===== config.mk =====
export PLATFORM = sky130hd
export DESIGN_NAME = bvpgs_sequencer
export DESIGN_NICKNAME = d
export VERILOG_FILES = /design/src/bvpgs_sequencer.v /design/src/bvpgs_sync.v
export VERILOG_INCLUDE_DIRS = /design/src
export SDC_FILE = /design/constraint.sdc
export NUM_CORES = 1
export LEC_CHECK = 0
export BUFFER_PORTS_ARGS = -buffer_cell sky130_fd_sc_hd__buf_2
export CORE_AREA = 2 2 62 76
export DETAILED_ROUTE_END_ITERATION = 8
export DIE_AREA = 0 0 64 78
export GPL_TIMING_DRIVEN = 0
export PLACE_DENSITY = 0.86
export SLEW_MARGIN = 10
export SYNTH_ARGS = -nofsm -noshare
export SYNTH_HDL_FRONTEND = slang
export SYNTH_SLANG_ARGS = --single-unit

===== constraint.sdc =====
create_clock -name clk_in -period 3.1 [get_ports clk_in]
set_input_delay 0.31 -clock clk_in [delete_from_list [all_inputs] [get_ports clk_in]]
set_output_delay 0.31 -clock clk_in [all_outputs]
set_load 0.01 [all_outputs]

===== src/bvpgs_consts.vh =====
// constants for the boot code and power-good sequencer
`ifndef BVPGS_CONSTS_VH
`define BVPGS_CONSTS_VH
`define BVPGS_CLK_MHZ 100
`define BVPGS_BLANK_US 20
`define BVPGS_BLANK_CYC (`BVPGS_BLANK_US * `BVPGS_CLK_MHZ)
`define BVPGS_CNT_W 12
`define BVPGS_VID_W 8
`define BVPGS_BOOT_W 2
`define BVPGS_NCONV 3
`define BVPGS_DISCH_OHM 20
`define BVPGS_ST_OFF 3'h0
`define BVPGS_ST_RAMP 3'h1
`define BVPGS_ST_DELAY 3'h2
`define BVPGS_ST_ACTIVE 3'h3
`define BVPGS_ST_FALLBACK 3'h4
`endif


===== src/bvpgs_sequencer.v =====
// boot code, power-good and gate override sequencer
// Operation
// - decode boot bits until good rises; in the hold-off only while system good low
// - system good high enables serial commands
// - latch boot code at first good rise
// - clear stored boot code on shutdown release
// - system good fall returns to boot code
// - fallback uses normal transition blanking
// - later system good rise keeps stored code
// - one good output combines three converters
// - good released during any slew
// - good held low 20us after boot reached
// - good driven low in shutdown
// - skip mode blanks upper comparator downward
// - blank removed once back in regulation
// - converter 2 gates low in shutdown
// - overvoltage forces low-side gate high
// - skip zero crossing forces low-side low
// - discharge switch on when converter 2 off
`timescale 1ns/1ps
`include "bvpgs_consts.vh"

module bvpgs_sequencer (
  // clock and reset (reset_in is a synchronous reset, active high; the shutdown level comes in on shutdown_n_in)
  input wire clk_in,
  input wire reset_in,
  // pins from processor and system
  input wire shutdown_n_in,
  input wire system_power_good_in,
  input wire serial_vid_clock_in,
  input wire serial_vid_data_in,
  // serial command decoded elsewhere
  input wire vid_cmd_valid_in,
  input wire [`BVPGS_VID_W-1:0] vid_cmd_code_in,
  // analog status, one bit per converter, and one slew flag shared by all
  input wire [`BVPGS_NCONV-1:0] conv_in_reg_in,
  input wire [`BVPGS_NCONV-1:0] conv_upper_trip_in,
  input wire [`BVPGS_NCONV-1:0] conv_lower_ok_in,
  input wire [`BVPGS_NCONV-1:0] conv_skip_mode_in,
  input wire slew_active_in,
  // converter 2 requests from the modulator
  input wire overvoltage_in,
  input wire zero_cross_2_in,
  input wire low_side_req_2_in,
  input wire high_side_req_2_in,
  // target code and status
  output reg [`BVPGS_VID_W-1:0] target_vid_out,
  output reg [`BVPGS_BOOT_W-1:0] boot_code_out,
  output reg boot_stored_out,
  output reg svi_active_out,
  output reg fallback_out,
  output reg [`BVPGS_NCONV-1:0] upper_blank_out,
  // open-drain power good, low while enable high
  output wire power_good_out,
  output wire power_good_oe_out,
  // converter 2 drivers
  output reg low_side_gate_2_out,
  output reg high_side_gate_2_out,
  output reg discharge_2_out
);
  // hold-off count kept as an integer, then cut to the counter width
  localparam integer BLANK_INT = `BVPGS_BLANK_CYC;
  localparam [`BVPGS_CNT_W-1:0] BLANK_CYC = BLANK_INT[`BVPGS_CNT_W-1:0];
  localparam [2:0] ST_OFF = `BVPGS_ST_OFF;
  localparam [2:0] ST_RAMP = `BVPGS_ST_RAMP;
  localparam [2:0] ST_DELAY = `BVPGS_ST_DELAY;
  localparam [2:0] ST_ACTIVE = `BVPGS_ST_ACTIVE;
  localparam [2:0] ST_FALLBACK = `BVPGS_ST_FALLBACK;

  // pin images after the synchroniser
  wire [3:0] pins_sync;
  wire shutdown_n_n_s;
  wire shutdown_n_rise;
  wire good_rise;
  wire code_down;
  wire any_conv_bad;
  wire hold_low;
  wire sys_good_s;
  wire [`BVPGS_BOOT_W-1:0] boot_bits_s;

  // sequence and hold-off state
  reg [2:0] state_reg;
  reg [2:0] state_next;
  reg [`BVPGS_CNT_W-1:0] cnt_reg;
  reg [`BVPGS_CNT_W-1:0] cnt_next;
  reg shutdown_n_n_d_reg;
  reg sys_good_d_reg;
  reg sys_seen_reg;
  reg good_reg;
  reg good_next;
  reg good_d_reg;
  reg [`BVPGS_VID_W-1:0] prev_vid_reg;
  reg [`BVPGS_NCONV-1:0] upper_ok;
  integer i;
  integer j;

  // every pin crosses two flops; nothing reads the first stage
  bvpgs_sync #(.W(4)) u_sync (
    .clk_in(clk_in),
    .reset_in(reset_in),
    .d_in({shutdown_n_in, system_power_good_in, serial_vid_clock_in,
      serial_vid_data_in}),
    .q_out(pins_sync)
  );
  assign shutdown_n_n_s = pins_sync[3];
  assign sys_good_s = pins_sync[2];
  assign boot_bits_s = pins_sync[1:0];

  // boot bits map to a target code; simple linear placement
  function [`BVPGS_VID_W-1:0] boot_vid;
    input [`BVPGS_BOOT_W-1:0] b;
    begin
      boot_vid = {{(`BVPGS_VID_W-`BVPGS_BOOT_W){1'b0}}, b};
    end
  endfunction

  // one-cycle rise of a level against its delayed copy
  function rise_of;
    input now_v;
    input was_v;
    begin
      rise_of = now_v && !was_v;
    end
  endfunction

  assign shutdown_n_rise = rise_of(shutdown_n_n_s, shutdown_n_n_d_reg);
  assign good_rise = rise_of(good_reg, good_d_reg);
  // any fall of the target code is a downward move
  assign code_down = (target_vid_out < prev_vid_reg);

  // sequence state
  always @* begin
    state_next = state_reg;
    cnt_next = cnt_reg;
    good_next = good_reg;
    case (state_reg)
      ST_OFF: begin
        good_next = 1'b0;
        if (shutdown_n_n_s) begin
          state_next = ST_RAMP;
        end
      end
      ST_RAMP: begin
        // all three in window with no slew counts as boot reached
        if (!slew_active_in && (&conv_in_reg_in)) begin
          state_next = ST_DELAY;
          cnt_next = {`BVPGS_CNT_W{1'b0}};
        end
      end
      ST_DELAY: begin
        // hold off 20us
        // counter stops at the end value; no wrap past it
        if (cnt_reg == BLANK_CYC - 12'h001) begin
          state_next = ST_ACTIVE;
          good_next = 1'b1;
        end else begin
          cnt_next = cnt_reg + 12'h001;
        end
      end
      ST_ACTIVE: begin
        if (sys_seen_reg && sys_good_d_reg && !sys_good_s) begin
          state_next = ST_FALLBACK;
        end
      end
      ST_FALLBACK: begin
        if (sys_good_s) begin
          state_next = ST_ACTIVE;
        end
      end
      default: begin
        state_next = ST_OFF;
      end
    endcase
    // shutdown overrides every state, whatever the pins say
    if (!shutdown_n_n_s) begin
      state_next = ST_OFF;
      good_next = 1'b0;
    end
  end

  always @(posedge clk_in) begin
    if (reset_in) begin
      state_reg <= ST_OFF;
      cnt_reg <= {`BVPGS_CNT_W{1'b0}};
      good_reg <= 1'b0;
      good_d_reg <= 1'b0;
      shutdown_n_n_d_reg <= 1'b0;
      sys_good_d_reg <= 1'b0;
      sys_seen_reg <= 1'b0;
      boot_code_out <= {`BVPGS_BOOT_W{1'b0}};
      boot_stored_out <= 1'b0;
      target_vid_out <= {`BVPGS_VID_W{1'b0}};
      prev_vid_reg <= {`BVPGS_VID_W{1'b0}};
      svi_active_out <= 1'b0;
      fallback_out <= 1'b0;
    end else begin
      state_reg <= state_next;
      cnt_reg <= cnt_next;
      good_reg <= good_next;
      good_d_reg <= good_reg;
      shutdown_n_n_d_reg <= shutdown_n_n_s;
      sys_good_d_reg <= sys_good_s;
      prev_vid_reg <= target_vid_out;
      fallback_out <= (state_next == ST_FALLBACK);
      if (state_reg != ST_OFF && sys_good_s) begin
        sys_seen_reg <= 1'b1;
      end

      if (shutdown_n_rise) begin
        boot_code_out <= {`BVPGS_BOOT_W{1'b0}};
        boot_stored_out <= 1'b0;
        sys_seen_reg <= 1'b0;
      end else if (good_rise && !boot_stored_out) begin
        // latch at first rise; not again until shutdown release clears it
        boot_stored_out <= 1'b1;
        boot_code_out <= boot_bits_s;
      end

      // serial commands only while system good
      svi_active_out <= sys_good_s && (state_reg == ST_ACTIVE);
      if (state_reg == ST_OFF || state_reg == ST_RAMP ||
          (state_reg == ST_DELAY && !sys_good_s)) begin
        // follow boot bits in off and ramp, and in the hold-off before system good
        target_vid_out <= boot_vid(boot_bits_s);
      end else if (state_reg == ST_FALLBACK) begin
        target_vid_out <= boot_vid(boot_code_out);
      end else if (svi_active_out && vid_cmd_valid_in) begin
        target_vid_out <= vid_cmd_code_in;
      end
    end
  end

  // per-converter blanking of the upper window comparator
  always @(posedge clk_in) begin
    if (reset_in) begin
      upper_blank_out <= {`BVPGS_NCONV{1'b0}};
    end else begin
      for (i = 0; i < `BVPGS_NCONV; i = i + 1) begin
        if (!shutdown_n_n_s) begin
          upper_blank_out[i] <= 1'b0;
        end else if (conv_skip_mode_in[i] && code_down) begin
          upper_blank_out[i] <= 1'b1;
        end else if (conv_in_reg_in[i] && !slew_active_in) begin
          // clear only once settled, else a late overshoot trips
          upper_blank_out[i] <= 1'b0;
        end
      end
    end
  end

  always @* begin
    for (j = 0; j < `BVPGS_NCONV; j = j + 1) begin
      upper_ok[j] = conv_lower_ok_in[j] &&
        (upper_blank_out[j] || !conv_upper_trip_in[j]);
    end
  end

  // one converter out of its window pulls the shared pin
  assign any_conv_bad = !(&upper_ok);

  // shutdown and the startup hold-off both force the pin low
  assign hold_low = !good_reg || !shutdown_n_n_s;

  // a slew releases the pin, whatever else is pending
  assign power_good_oe_out = !slew_active_in && (hold_low || any_conv_bad);

  // open drain: the pad only ever sinks, so the data bit stays low
  assign power_good_out = 1'b0;

  // converter 2 gate overrides
  always @(posedge clk_in) begin
    if (reset_in) begin
      low_side_gate_2_out <= 1'b0;
      high_side_gate_2_out <= 1'b0;
      discharge_2_out <= 1'b1;
    end else begin
      discharge_2_out <= !shutdown_n_n_s;

      if (!shutdown_n_n_s) begin
        low_side_gate_2_out <= 1'b0;
        high_side_gate_2_out <= 1'b0;
      end else if (overvoltage_in) begin
        // crowbar low side
        // outranks skip: a crowbar must not be cut short
        low_side_gate_2_out <= 1'b1;
        high_side_gate_2_out <= 1'b0;
      end else if (conv_skip_mode_in[1] && zero_cross_2_in) begin
        low_side_gate_2_out <= 1'b0;
        high_side_gate_2_out <= high_side_req_2_in;
      end else begin
        low_side_gate_2_out <= low_side_req_2_in;
        high_side_gate_2_out <= high_side_req_2_in;
      end
    end
  end
endmodule


===== src/bvpgs_sync.v =====
// two flip-flop synchroniser for a bus of pin inputs
`timescale 1ns/1ps
module bvpgs_sync #(
  parameter W = 1
) (
  // clock and reset
  input wire clk_in,
  input wire reset_in,
  // data
  input wire [W-1:0] d_in,
  output reg [W-1:0] q_out
);
  reg [W-1:0] meta_reg;
  always @(posedge clk_in) begin
    if (reset_in) begin
      meta_reg <= {W{1'b0}};
      q_out <= {W{1'b0}};
    end else begin
      meta_reg <= d_in;
      q_out <= meta_reg;
    end
  end
endmodule


==> reports/results.ini, run 1 <==
[final_layout]
nets = 351
drive_gt1_share_pct = 24.0
final_common_cell = dfxtp_1
antennaDiodeCount = 0
largest_register_ffs = 12
area_growth_pct = 17.7
final_cells = 368
nFillCells = 351
final_cell_mix = 55 x dfxtp_1, 52 x buf_2, 25 x nor2_1, 22 x nand2_1, 20 x nor2b_1
final_area_sq_um = 2770
final_util_pct = 66.0

[placed_design]
dp_hpwl_mm = 3.74
placed_cell_area_sq_um = 2680
io_buffers = 51
gp_congestion = 0.804
place_ws_ns = 1.11
dpl.cell_count = 360

[floorplan]
dieHeight_um = 78
dieArea_sq_um = 4990
die_w_um = 64
initial_utilization_pct = 56.1
rows = 26
io_pins = 53
core_sq_um = 4200

[critical_path]
path_class = flop to flop
crit_path_cell_trace = ha_1 -> nand3_1 -> o31ai_4 -> a2111oi_2 -> xnor2_1 -> nor2_1
cp_top_family = compound AO/OA/AOI/OAI gates
start_kind = flop
worstPathRequired_ns = 3.30
crit_fanout = 10
path_buf_inv = 0
crit_path_top_delay_cell = o31ai_4
arrival_ns = 2.18
worstSetupEndpointType = flop
crit_path_max_incr_delay_ns = 0.60

[sta]
finalCriticalPeriod_ns = 1.98
final.setup.tns_ns = 0
period_share_pct = 63.9
slew_headroom_pct = 62.2
rsz0062_at_grt = no
clock_skew_ns = 0.00849
max_freq_ghz = 0.505
finalHoldViolations = 0
worst_pin_slew_ns = 0.566
worst_slack_ns = 1.12
hold_slack_ns = 0.157
finalMaxSlewViolations = 0
setup_violations = 0

[global_routing]
grt_pass1_vias = 1859
grt.total_usage_pct = 21.8
grt_max_degree = 19
grt_pass1_wl_mm = 8.51
grt_overflow = 0
antenna_found_initial = 0

[clock_network]
postCtsHoldBufs = 0
cts.sinks = 55
numCtsBuffers = 5
cts_tree = done
cts_setup_buffers = 0
clk_latency_ns = 0.31
cts_resized = 0
clk_path_buf_depth = 2
clk_pin_slew_ns = 0.10
clk_root_buffer_cell = clkbuf_8
htree_levels = 2

[route]
ant_nets = 0
drt_iter0_drc = 87
avgRoutedWirePerCell_um = 13.4
wl_mm = 4.91
drt-pass1-iter-count = 4
drc = 0
routed_via_density = 5.26
num_vias = 1934

[power]
p_leak_nw = 1.06
p_per_area_nw_per_um2 = 425
totalPowerFinal_mw = 1.18
peakVddDrop_mv = 0.320

[yosys]
synth_xor_area_share_pct = 3.72
syn_inst = 253
syn_avg_cell_area_sq_um = 9.31
synth_nets = 293
ys_warn_count = 0
synthFlopType = dfxtp_1
synthSimpleGateAreaFrac_pct = 21.9
ys_async_sr_fraction_pct = 0
synth-compound-area-share_pct = 17.3
synthMuxAreaShare_pct = 0.850
synth_edf_count = 0
synth_top_family_by_area = simple AND/OR/NAND/NOR gates
synthAdderAreaFrac_pct = 4.25
synthDistinctLibCells = 50
yosysSeqAreaShare_pct = 46.8
synthesis.area_sq_um = 2350
synth_seq_cells = 55

[status]
status = finished, final reports clean

[job]
cap_violations = 0

[worst_hold_path]
hold_path_class = primary input to flop

-- layer usage --
metal	wire length, um	GRT usage, %	up-vias
li1	-	-	981
met1	2030	25.3	885
met2	2550	37.9	58
met3	233	5.07	10
met4	99	9.13	0
met5	0	0	-
-- Yosys cell counts, types with 2 or more instances --
library cell   n  area [sq um]
dfxtp_1       55          1100
nor2_1        25          93.8
nand2_1       22          82.6
nor2b_1       20           125
a21oi_1       18          90.1
inv_1         13          48.8
xnor2_1       10          87.6
ha_1           8           100
clkbuf_1       6          22.5
nand3_1        5          25.0
a211oi_1       4          30.0
nand2b_1       4          25.0
nor3_1         4          20.0
o21ai_0        4          20.0
a2111oi_2      3          45.0
a32o_1         3          30.0
and2_1         3          18.8
nor3b_1        3          22.5
a21boi_1       2          15.0
a22oi_1        2          15.0
a31oi_1        2          12.5
and3_1         2          12.5
buf_1          2          7.51
buf_6          2          22.5
mux2i_1        2          20.0
nand4_1        2          12.5
o21bai_1       2          15.0
or2_1          2          12.5
or3_1          2          12.5
-- kinds of logic (layout without fill, tap and decap cells) --
family	Yosys count	after routing
xor gates and xnor gates	10	10
adders and majority gates	8	8
DFF	55	55
and+or+nand+nor	99	99
AOI/OAI and AO/OA	52	52
muxes	2	2
other	1	1
buffers and inverters	26	85
-- cell type report --
type	instances	area, sq um	share of cell area, %
tap	56	70.1	2.53
multi-input combinational	172	1140	41.0
buffer	12	65.1	2.35
inverter	14	52.6	1.90
sequential	55	1100	39.7
clock inverter	3	22.5	0.813
clock buffer	5	68.8	2.48
timing repair buffer	51	255	9.21
-- worst reg2reg max path: stages, from the launching register on --
cell       delay (ns)
dfxtp_1          0.37
ha_1             0.17
nand3_1          0.31
o31ai_4          0.60
a2111oi_2        0.16
xnor2_1          0.20
nor2_1           0.05
-- where the power goes --
part	internal, mW	leakage (nW)	switching [mW]	total (mW)
sequential	0.714	0.445	0.00294	0.717
clock	0.164	0.0489	0.241	0.405
combinational	0.0276	0.567	0.0289	0.0565
total	0.905	1.06	0.273	1.18
-- path summary, 6_finish.rpt --
check,endpoint,startpoint,slack [ns],cells past startpoint
worst max-delay path,cnt_reg[11],cnt_reg[0],1.12,6
worst max register to register,cnt_reg[11],cnt_reg[0],1.12,6
worst min-delay path,high_side_gate_2_out,overvoltage_in,0.16,2
worst min register to register,u_sync.q_out[1],u_sync.meta_reg[1],0.45,1
(Power assumes the default switching activity.)
==> run 2, diff against run 1 <==
- ABC_AREA: default -> 1
- CORE_AREA: 2 2 62 76 -> 2 2 69 84
- DIE_AREA: 0 0 64 78 -> 0 0 71 86
- PLACE_DENSITY: 0.86 -> 0.79
- clock period: 3.1 -> 1.6 ns (I/O delays scaled with it)
==> reports/results.ini, run 2 <==
[final_layout]
antennaDiodeCount = 0
multiInputGateArea_sq_um = 1180
final_area_sq_um = 3030
drive_gt1_share_pct = 20.7
area_growth_pct = 19.8
nFillCells = 473
nets = 460
final_cells = 483
final_common_cell = nand2_1
final_cell_mix = 80 x nand2_1, 56 x inv_1, 54 x nor2_1, 53 x dfxtp_1, 51 x buf_2
regArea_sq_um = 1110
largest_register_ffs = 12

[route]
drt_iter0_drc = 169
avgRoutedWirePerCell_um = 11.5
routed_via_density = 4.93
drt-pass1-iter-count = 5
drc = 0
ant_nets = 0
num_vias = 2382
wl_mm = 5.55

[yosys]
synth_edf_count = 0
synthesis.area_sq_um = 2530
synth_nets = 399
yosysSeqAreaShare_pct = 43.6
ys_async_sr_fraction_pct = 0
synth_seq_cells = 55
synth_top_area_share_pct = 43.6
synthDistinctLibCells = 33
syn_avg_cell_area_sq_um = 7.04
ys_warn_count = 0
yosysTopAreaCell = dfxtp_1
synth.most_common_cell = nand2_1
synthFlopType = dfxtp_1
synth.area.top_cells = dfxtp_1 44%, nand2_1 12%, inv_1 8.3%, nor2_1 8.0%, a21oi_1 5.5%
ys_top_cells_by_count = 81 x nand2_1, 56 x inv_1, 55 x dfxtp_1
syn_inst = 359

[critical_path]
crit_path_frequent_cell = buf_6
crit_path_cell_trace = ha_1 -> buf_6 -> nand4_1 -> nor2_1 -> nand3_1 -> nand2_2 -> buf_6 -> nand2_1 -> a21oi_1
start_kind = flop
r2r_setup_slack_ns = 0.14
worstPathRequired_ns = 1.83
crit_path_top_delay_cell = dfxtp_4
worstSetupEndpointType = flop
crit_fanout = 8
path_buf_inv = 2
arrival_ns = 1.70
crit_path_max_incr_delay_ns = 0.37
path_class = flop to flop
cp_top_family = simple AND/OR/NAND/NOR gates

[global_routing]
grt_pass1_vias = 2221
grt.total_usage_pct = 18.6
grt_max_degree = 18
grt_pass1_wl_mm = 9.15
antenna_found_initial = 0
grt_overflow = 0

[placed_design]
placed_cell_area_sq_um = 2860
dp_hpwl_mm = 4.09
dpl.cell_count = 472
io_buffers = 51
gp_congestion = 0.874

[clock_network]
clk_root_buffer_cell = clkbuf_8
htree_levels = 2
clk_pin_slew_ns = 0.09
cts_tree = done
clk_latency_ns = 0.31
clk_path_buf_depth = 2
cts.sinks = 55
numCtsBuffers = 5

[floorplan]
rows = 29
dieHeight_um = 86
die_w_um = 71
io_pins = 53
initial_utilization_pct = 48.0
core_sq_um = 5260
dieArea_sq_um = 6110

[sta]
clock_skew_ns = 0.00503
finalMaxSlewViolations = 0
max_freq_ghz = 0.683
finalCriticalPeriod_ns = 1.46
finalHoldViolations = 0
slew_headroom_pct = 61.3
worst_pin_slew_ns = 0.581
setup_violations = 0
period_share_pct = 91.4

[power]
peakVddDrop_mv = 0.664
p_per_area_nw_per_um2 = 811
p_leak_nw = 1.32

[job]
cap_violations = 0

[status]
status = finished, final reports clean

[worst_hold_path]
hold_path_class = primary input to flop

==> run 2: cell types whose count changed in the layout (fill, tap and decap cells not counted), sizes merged, moves of 11 or more <==
| cell | previous run | this run |
|---|---|---|
| nand2 | 22 | 87 |
| inv | 16 | 60 |
| nor2 | 26 | 59 |
| nor2b | 20 | 0 |
| nand3 | 5 | 22 |
| a21oi | 18 | 29 |
==> run 2: logic make-up (layout without fill, tap and decap cells) <==
logic type / count (synthesis) / count (layout) / synth area share (%)
other: 1 / 1 / 0.148
buffers and inverters: 65 / 127 / 10.1
AOI/OAI and AO/OA: 45 / 45 / 9.80
DFF: 55 / 55 / 43.6
and+or+nand+nor: 183 / 183 / 31.7
xor gates and xnor gates: 2 / 2 / 0.693
adders and majority gates: 8 / 8 / 3.96
==> run 2: what timing repair did <==
action	4_1_cts	5_1_grt
hold endpoints to repair	0	0
pin swaps	0	1
buffers inserted	0	2
gates resized for setup	1	10
endpoints found under the setup margin	4	12
gates cloned	0	1
hold buffers	0	0
==> run 2: cell type report <==
type,count,share of cell area [%]
Buffer,6,1.36
Clock buffer,6,2.73
Clock inverter,2,1.28
Inverter,59,7.32
Multi-Input combinational cell,239,38.9
Sequential cell,55,36.5
Tap cell,62,2.56
Timing Repair Buffer,54,9.30
==> run 2: power breakdown <==
part,internal (mW),switching (mW),leakage (nW)
clock network,0.515,0.440,0.0618
registers,1.38,0.00691,0.447
logic,0.0492,0.0622,0.811
==> run 2: worst paths after layout <==
| path | startpoint | end | depth (start not counted) |
|---|---|---|---|
| max | cnt_reg[0] | cnt_reg[8] | 9 |
| min | overvoltage_in | high_side_gate_2_out | 2 |
| max reg2reg | cnt_reg[0] | cnt_reg[8] | 9 |
| min reg2reg | u_sync.meta_reg[1] | u_sync.q_out[1] | 2 |
==> run 2: layer usage <==
layer	global-route usage (%)	wire [um]
met1	19.7	2160
met2	35.4	3060
met3	4.00	206
met4	6.86	117
met5	0	0
==> run 2: stage by stage <==
| stage | utilization, % | total power, mW | TNS, ns | hold slack [ns] | setup WS (ns) |
|---|---|---|---|---|---|
| after CTS | 56.7 | 2.48 | 0 | 0.00249 | 0.0369 |
| after global routing | 57.5 | 2.56 | -0.0507 | 0.0135 | -0.0191 |
| after global placement | 54.4 | 1.53 | 0 | 0.333 | 0.0230 |
| after detailed placement | 54.4 | 1.53 | 0 | 0.338 | 0.0146 |
| after floorplan | - | 1.47 | 0 | 0.232 | 0.211 |
| final | 57.5 | 2.45 | 0 | 0.00697 | 0.137 |
==> run 3, diff against run 2 <==
- CELL_PAD_IN_SITES_DETAIL_PLACEMENT: default -> 1
- CELL_PAD_IN_SITES_GLOBAL_PLACEMENT: default -> 1
- CORE_AREA: 2 2 69 84 -> 2 2 82 100
- CTS_CLUSTER_DIAMETER: default -> 150
- DIE_AREA: 0 0 71 86 -> 0 0 84 102
- PLACE_DENSITY: 0.79 -> 0.78
==> reports/results.ini, run 3 (synthesis results as in run 2) <==
[final_layout]
final_common_cell = nand2_1
nFillCells = 997
multiInputGateArea_sq_um = 1190
regArea_sq_um = 1110
nets = 463
largest_register_ffs = 12
final_cell_mix = 80 x nand2_1, 56 x inv_1, 53 x nor2_1, 53 x dfxtp_1, 51 x buf_2
antennaDiodeCount = 0
drive_gt1_share_pct = 21.9
area_growth_pct = 21.4
final_cells = 516

[route]
wl_mm = 6.76
drt_iter0_drc = 43
routed_via_density = 4.74
num_vias = 2446
avgRoutedWirePerCell_um = 13.1
drt-pass1-iter-count = 4
ant_nets = 0
drc = 0

[global_routing]
grt_pass1_vias = 2427
grt_pass1_wl_mm = 11.0
grt_max_degree = 19
grt.total_usage_pct = 16.0
grt_overflow = 0
antenna_found_initial = 0

[sta]
period_share_pct = 93.1
clock_skew_ns = 0.00678
finalMaxSlewViolations = 0
final.setup.tns_ns = 0
setup_violations = 0
worst_pin_slew_ns = 0.644
finalCriticalPeriod_ns = 1.49
finalHoldViolations = 0
max_freq_ghz = 0.671
slew_headroom_pct = 57.0
worst_slack_ns = 0.110

[critical_path]
worstPathRequired_ns = 1.44
arrival_ns = 1.33
start_kind = flop
crit_fanout = 3
worstSetupEndpointType = primary output
path_class = flop to primary output

[placed_design]
io_buffers = 51
gp_congestion = 0.803
dpl.cell_count = 502
place_ws_ns = -0.0841
dp_hpwl_mm = 5.17

[clock_network]
htree_levels = 2
clk_latency_ns = 0.31
cts.sinks = 55
cts_tree = done
clk_pin_slew_ns = 0.11
clk_root_buffer_cell = clkbuf_8
numCtsBuffers = 5
clk_path_buf_depth = 2

[floorplan]
dieHeight_um = 102
dieArea_sq_um = 8570
die_w_um = 84
core_sq_um = 7580
rows = 35
initial_utilization_pct = 33.4
io_pins = 53

[job]
cap_violations = 0

[power]
p_leak_nw = 1.32
peakVddDrop_mv = 0.336
p_per_area_nw_per_um2 = 753

[status]
status = finished, final reports clean

[worst_hold_path]
hold_path_class = primary input to flop

==> run 3: power by group <==
| part | switching, mW | total [mW] | internal [mW] |
|---|---|---|---|
| combinational | 0.0681 | 0.117 | 0.0493 |
| sequential | 0.00726 | 1.39 | 1.38 |
| clock | 0.486 | 0.804 | 0.318 |
==> run 3: final timing paths <==
| kind | to | cells after the start | startpoint | slack, ns |
|---|---|---|---|---|
| min reg2reg | u_sync.q_out[1] | 2 | u_sync.meta_reg[1] | 0.41 |
| max | power_good_oe_out | 4 | upper_blank_out[1] | 0.11 |
| max reg2reg | cnt_reg[10] | 10 | cnt_reg[0] | 0.13 |
| min | high_side_gate_2_out | 2 | overvoltage_in | 0.02 |
==> run 3: per-stage QoR <==
stage / total power, mW / area (sq um) / hold WS [ns] / util [%]
CTS: 2.35 / 3000 / 0.0145 / 39.5
global placement: 1.54 / 2900 / 0.337 / 38.2
floorplan: 1.47 / 2530 / 0.232 / -
detailed placement: 1.54 / 2900 / 0.351 / 38.2
finish: 2.31 / 3070 / 0.0180 / 40.5
global route: 2.41 / 3070 / 0.00604 / 40.5
==> run 3: what timing repair did <==
| item | CTS | global route |
|---|---|---|
| setup buffers | 0 | 5 |
| pin swaps | 0 | 2 |
| gates cloned | 0 | 1 |
| resized for setup | 3 | 11 |
| endpoints found under the setup margin | 12 | 14 |
| hold buffers | 0 | 0 |
==> run 3: layer usage <==
metal / share of wire, % / GRT usage, %
met1: 40 / 17.6
met5: 0 / 0
met3: 2.6 / 3.31
met4: 1.7 / 5.33
met2: 55 / 30.7
==> run 3: area by class of cell <==
| class | count | share of cell area, % |
|---|---|---|
| multi-input combinational | 239 | 38.7 |
| sequential | 55 | 36.1 |
| timing repair buffer | 57 | 9.91 |
| inverter | 59 | 7.22 |
| tap | 92 | 3.75 |
| clock buffer | 5 | 2.24 |
| buffer | 6 | 1.35 |
| clock inverter | 3 | 0.734 |
==> run 3: critical path, stage by stage (launching register included) <==
cell and delay (ns):
dfxtp_1 0.38, inv_1 0.07, a221oi_1 0.30, a21oi_1 0.12, buf_2 0.15
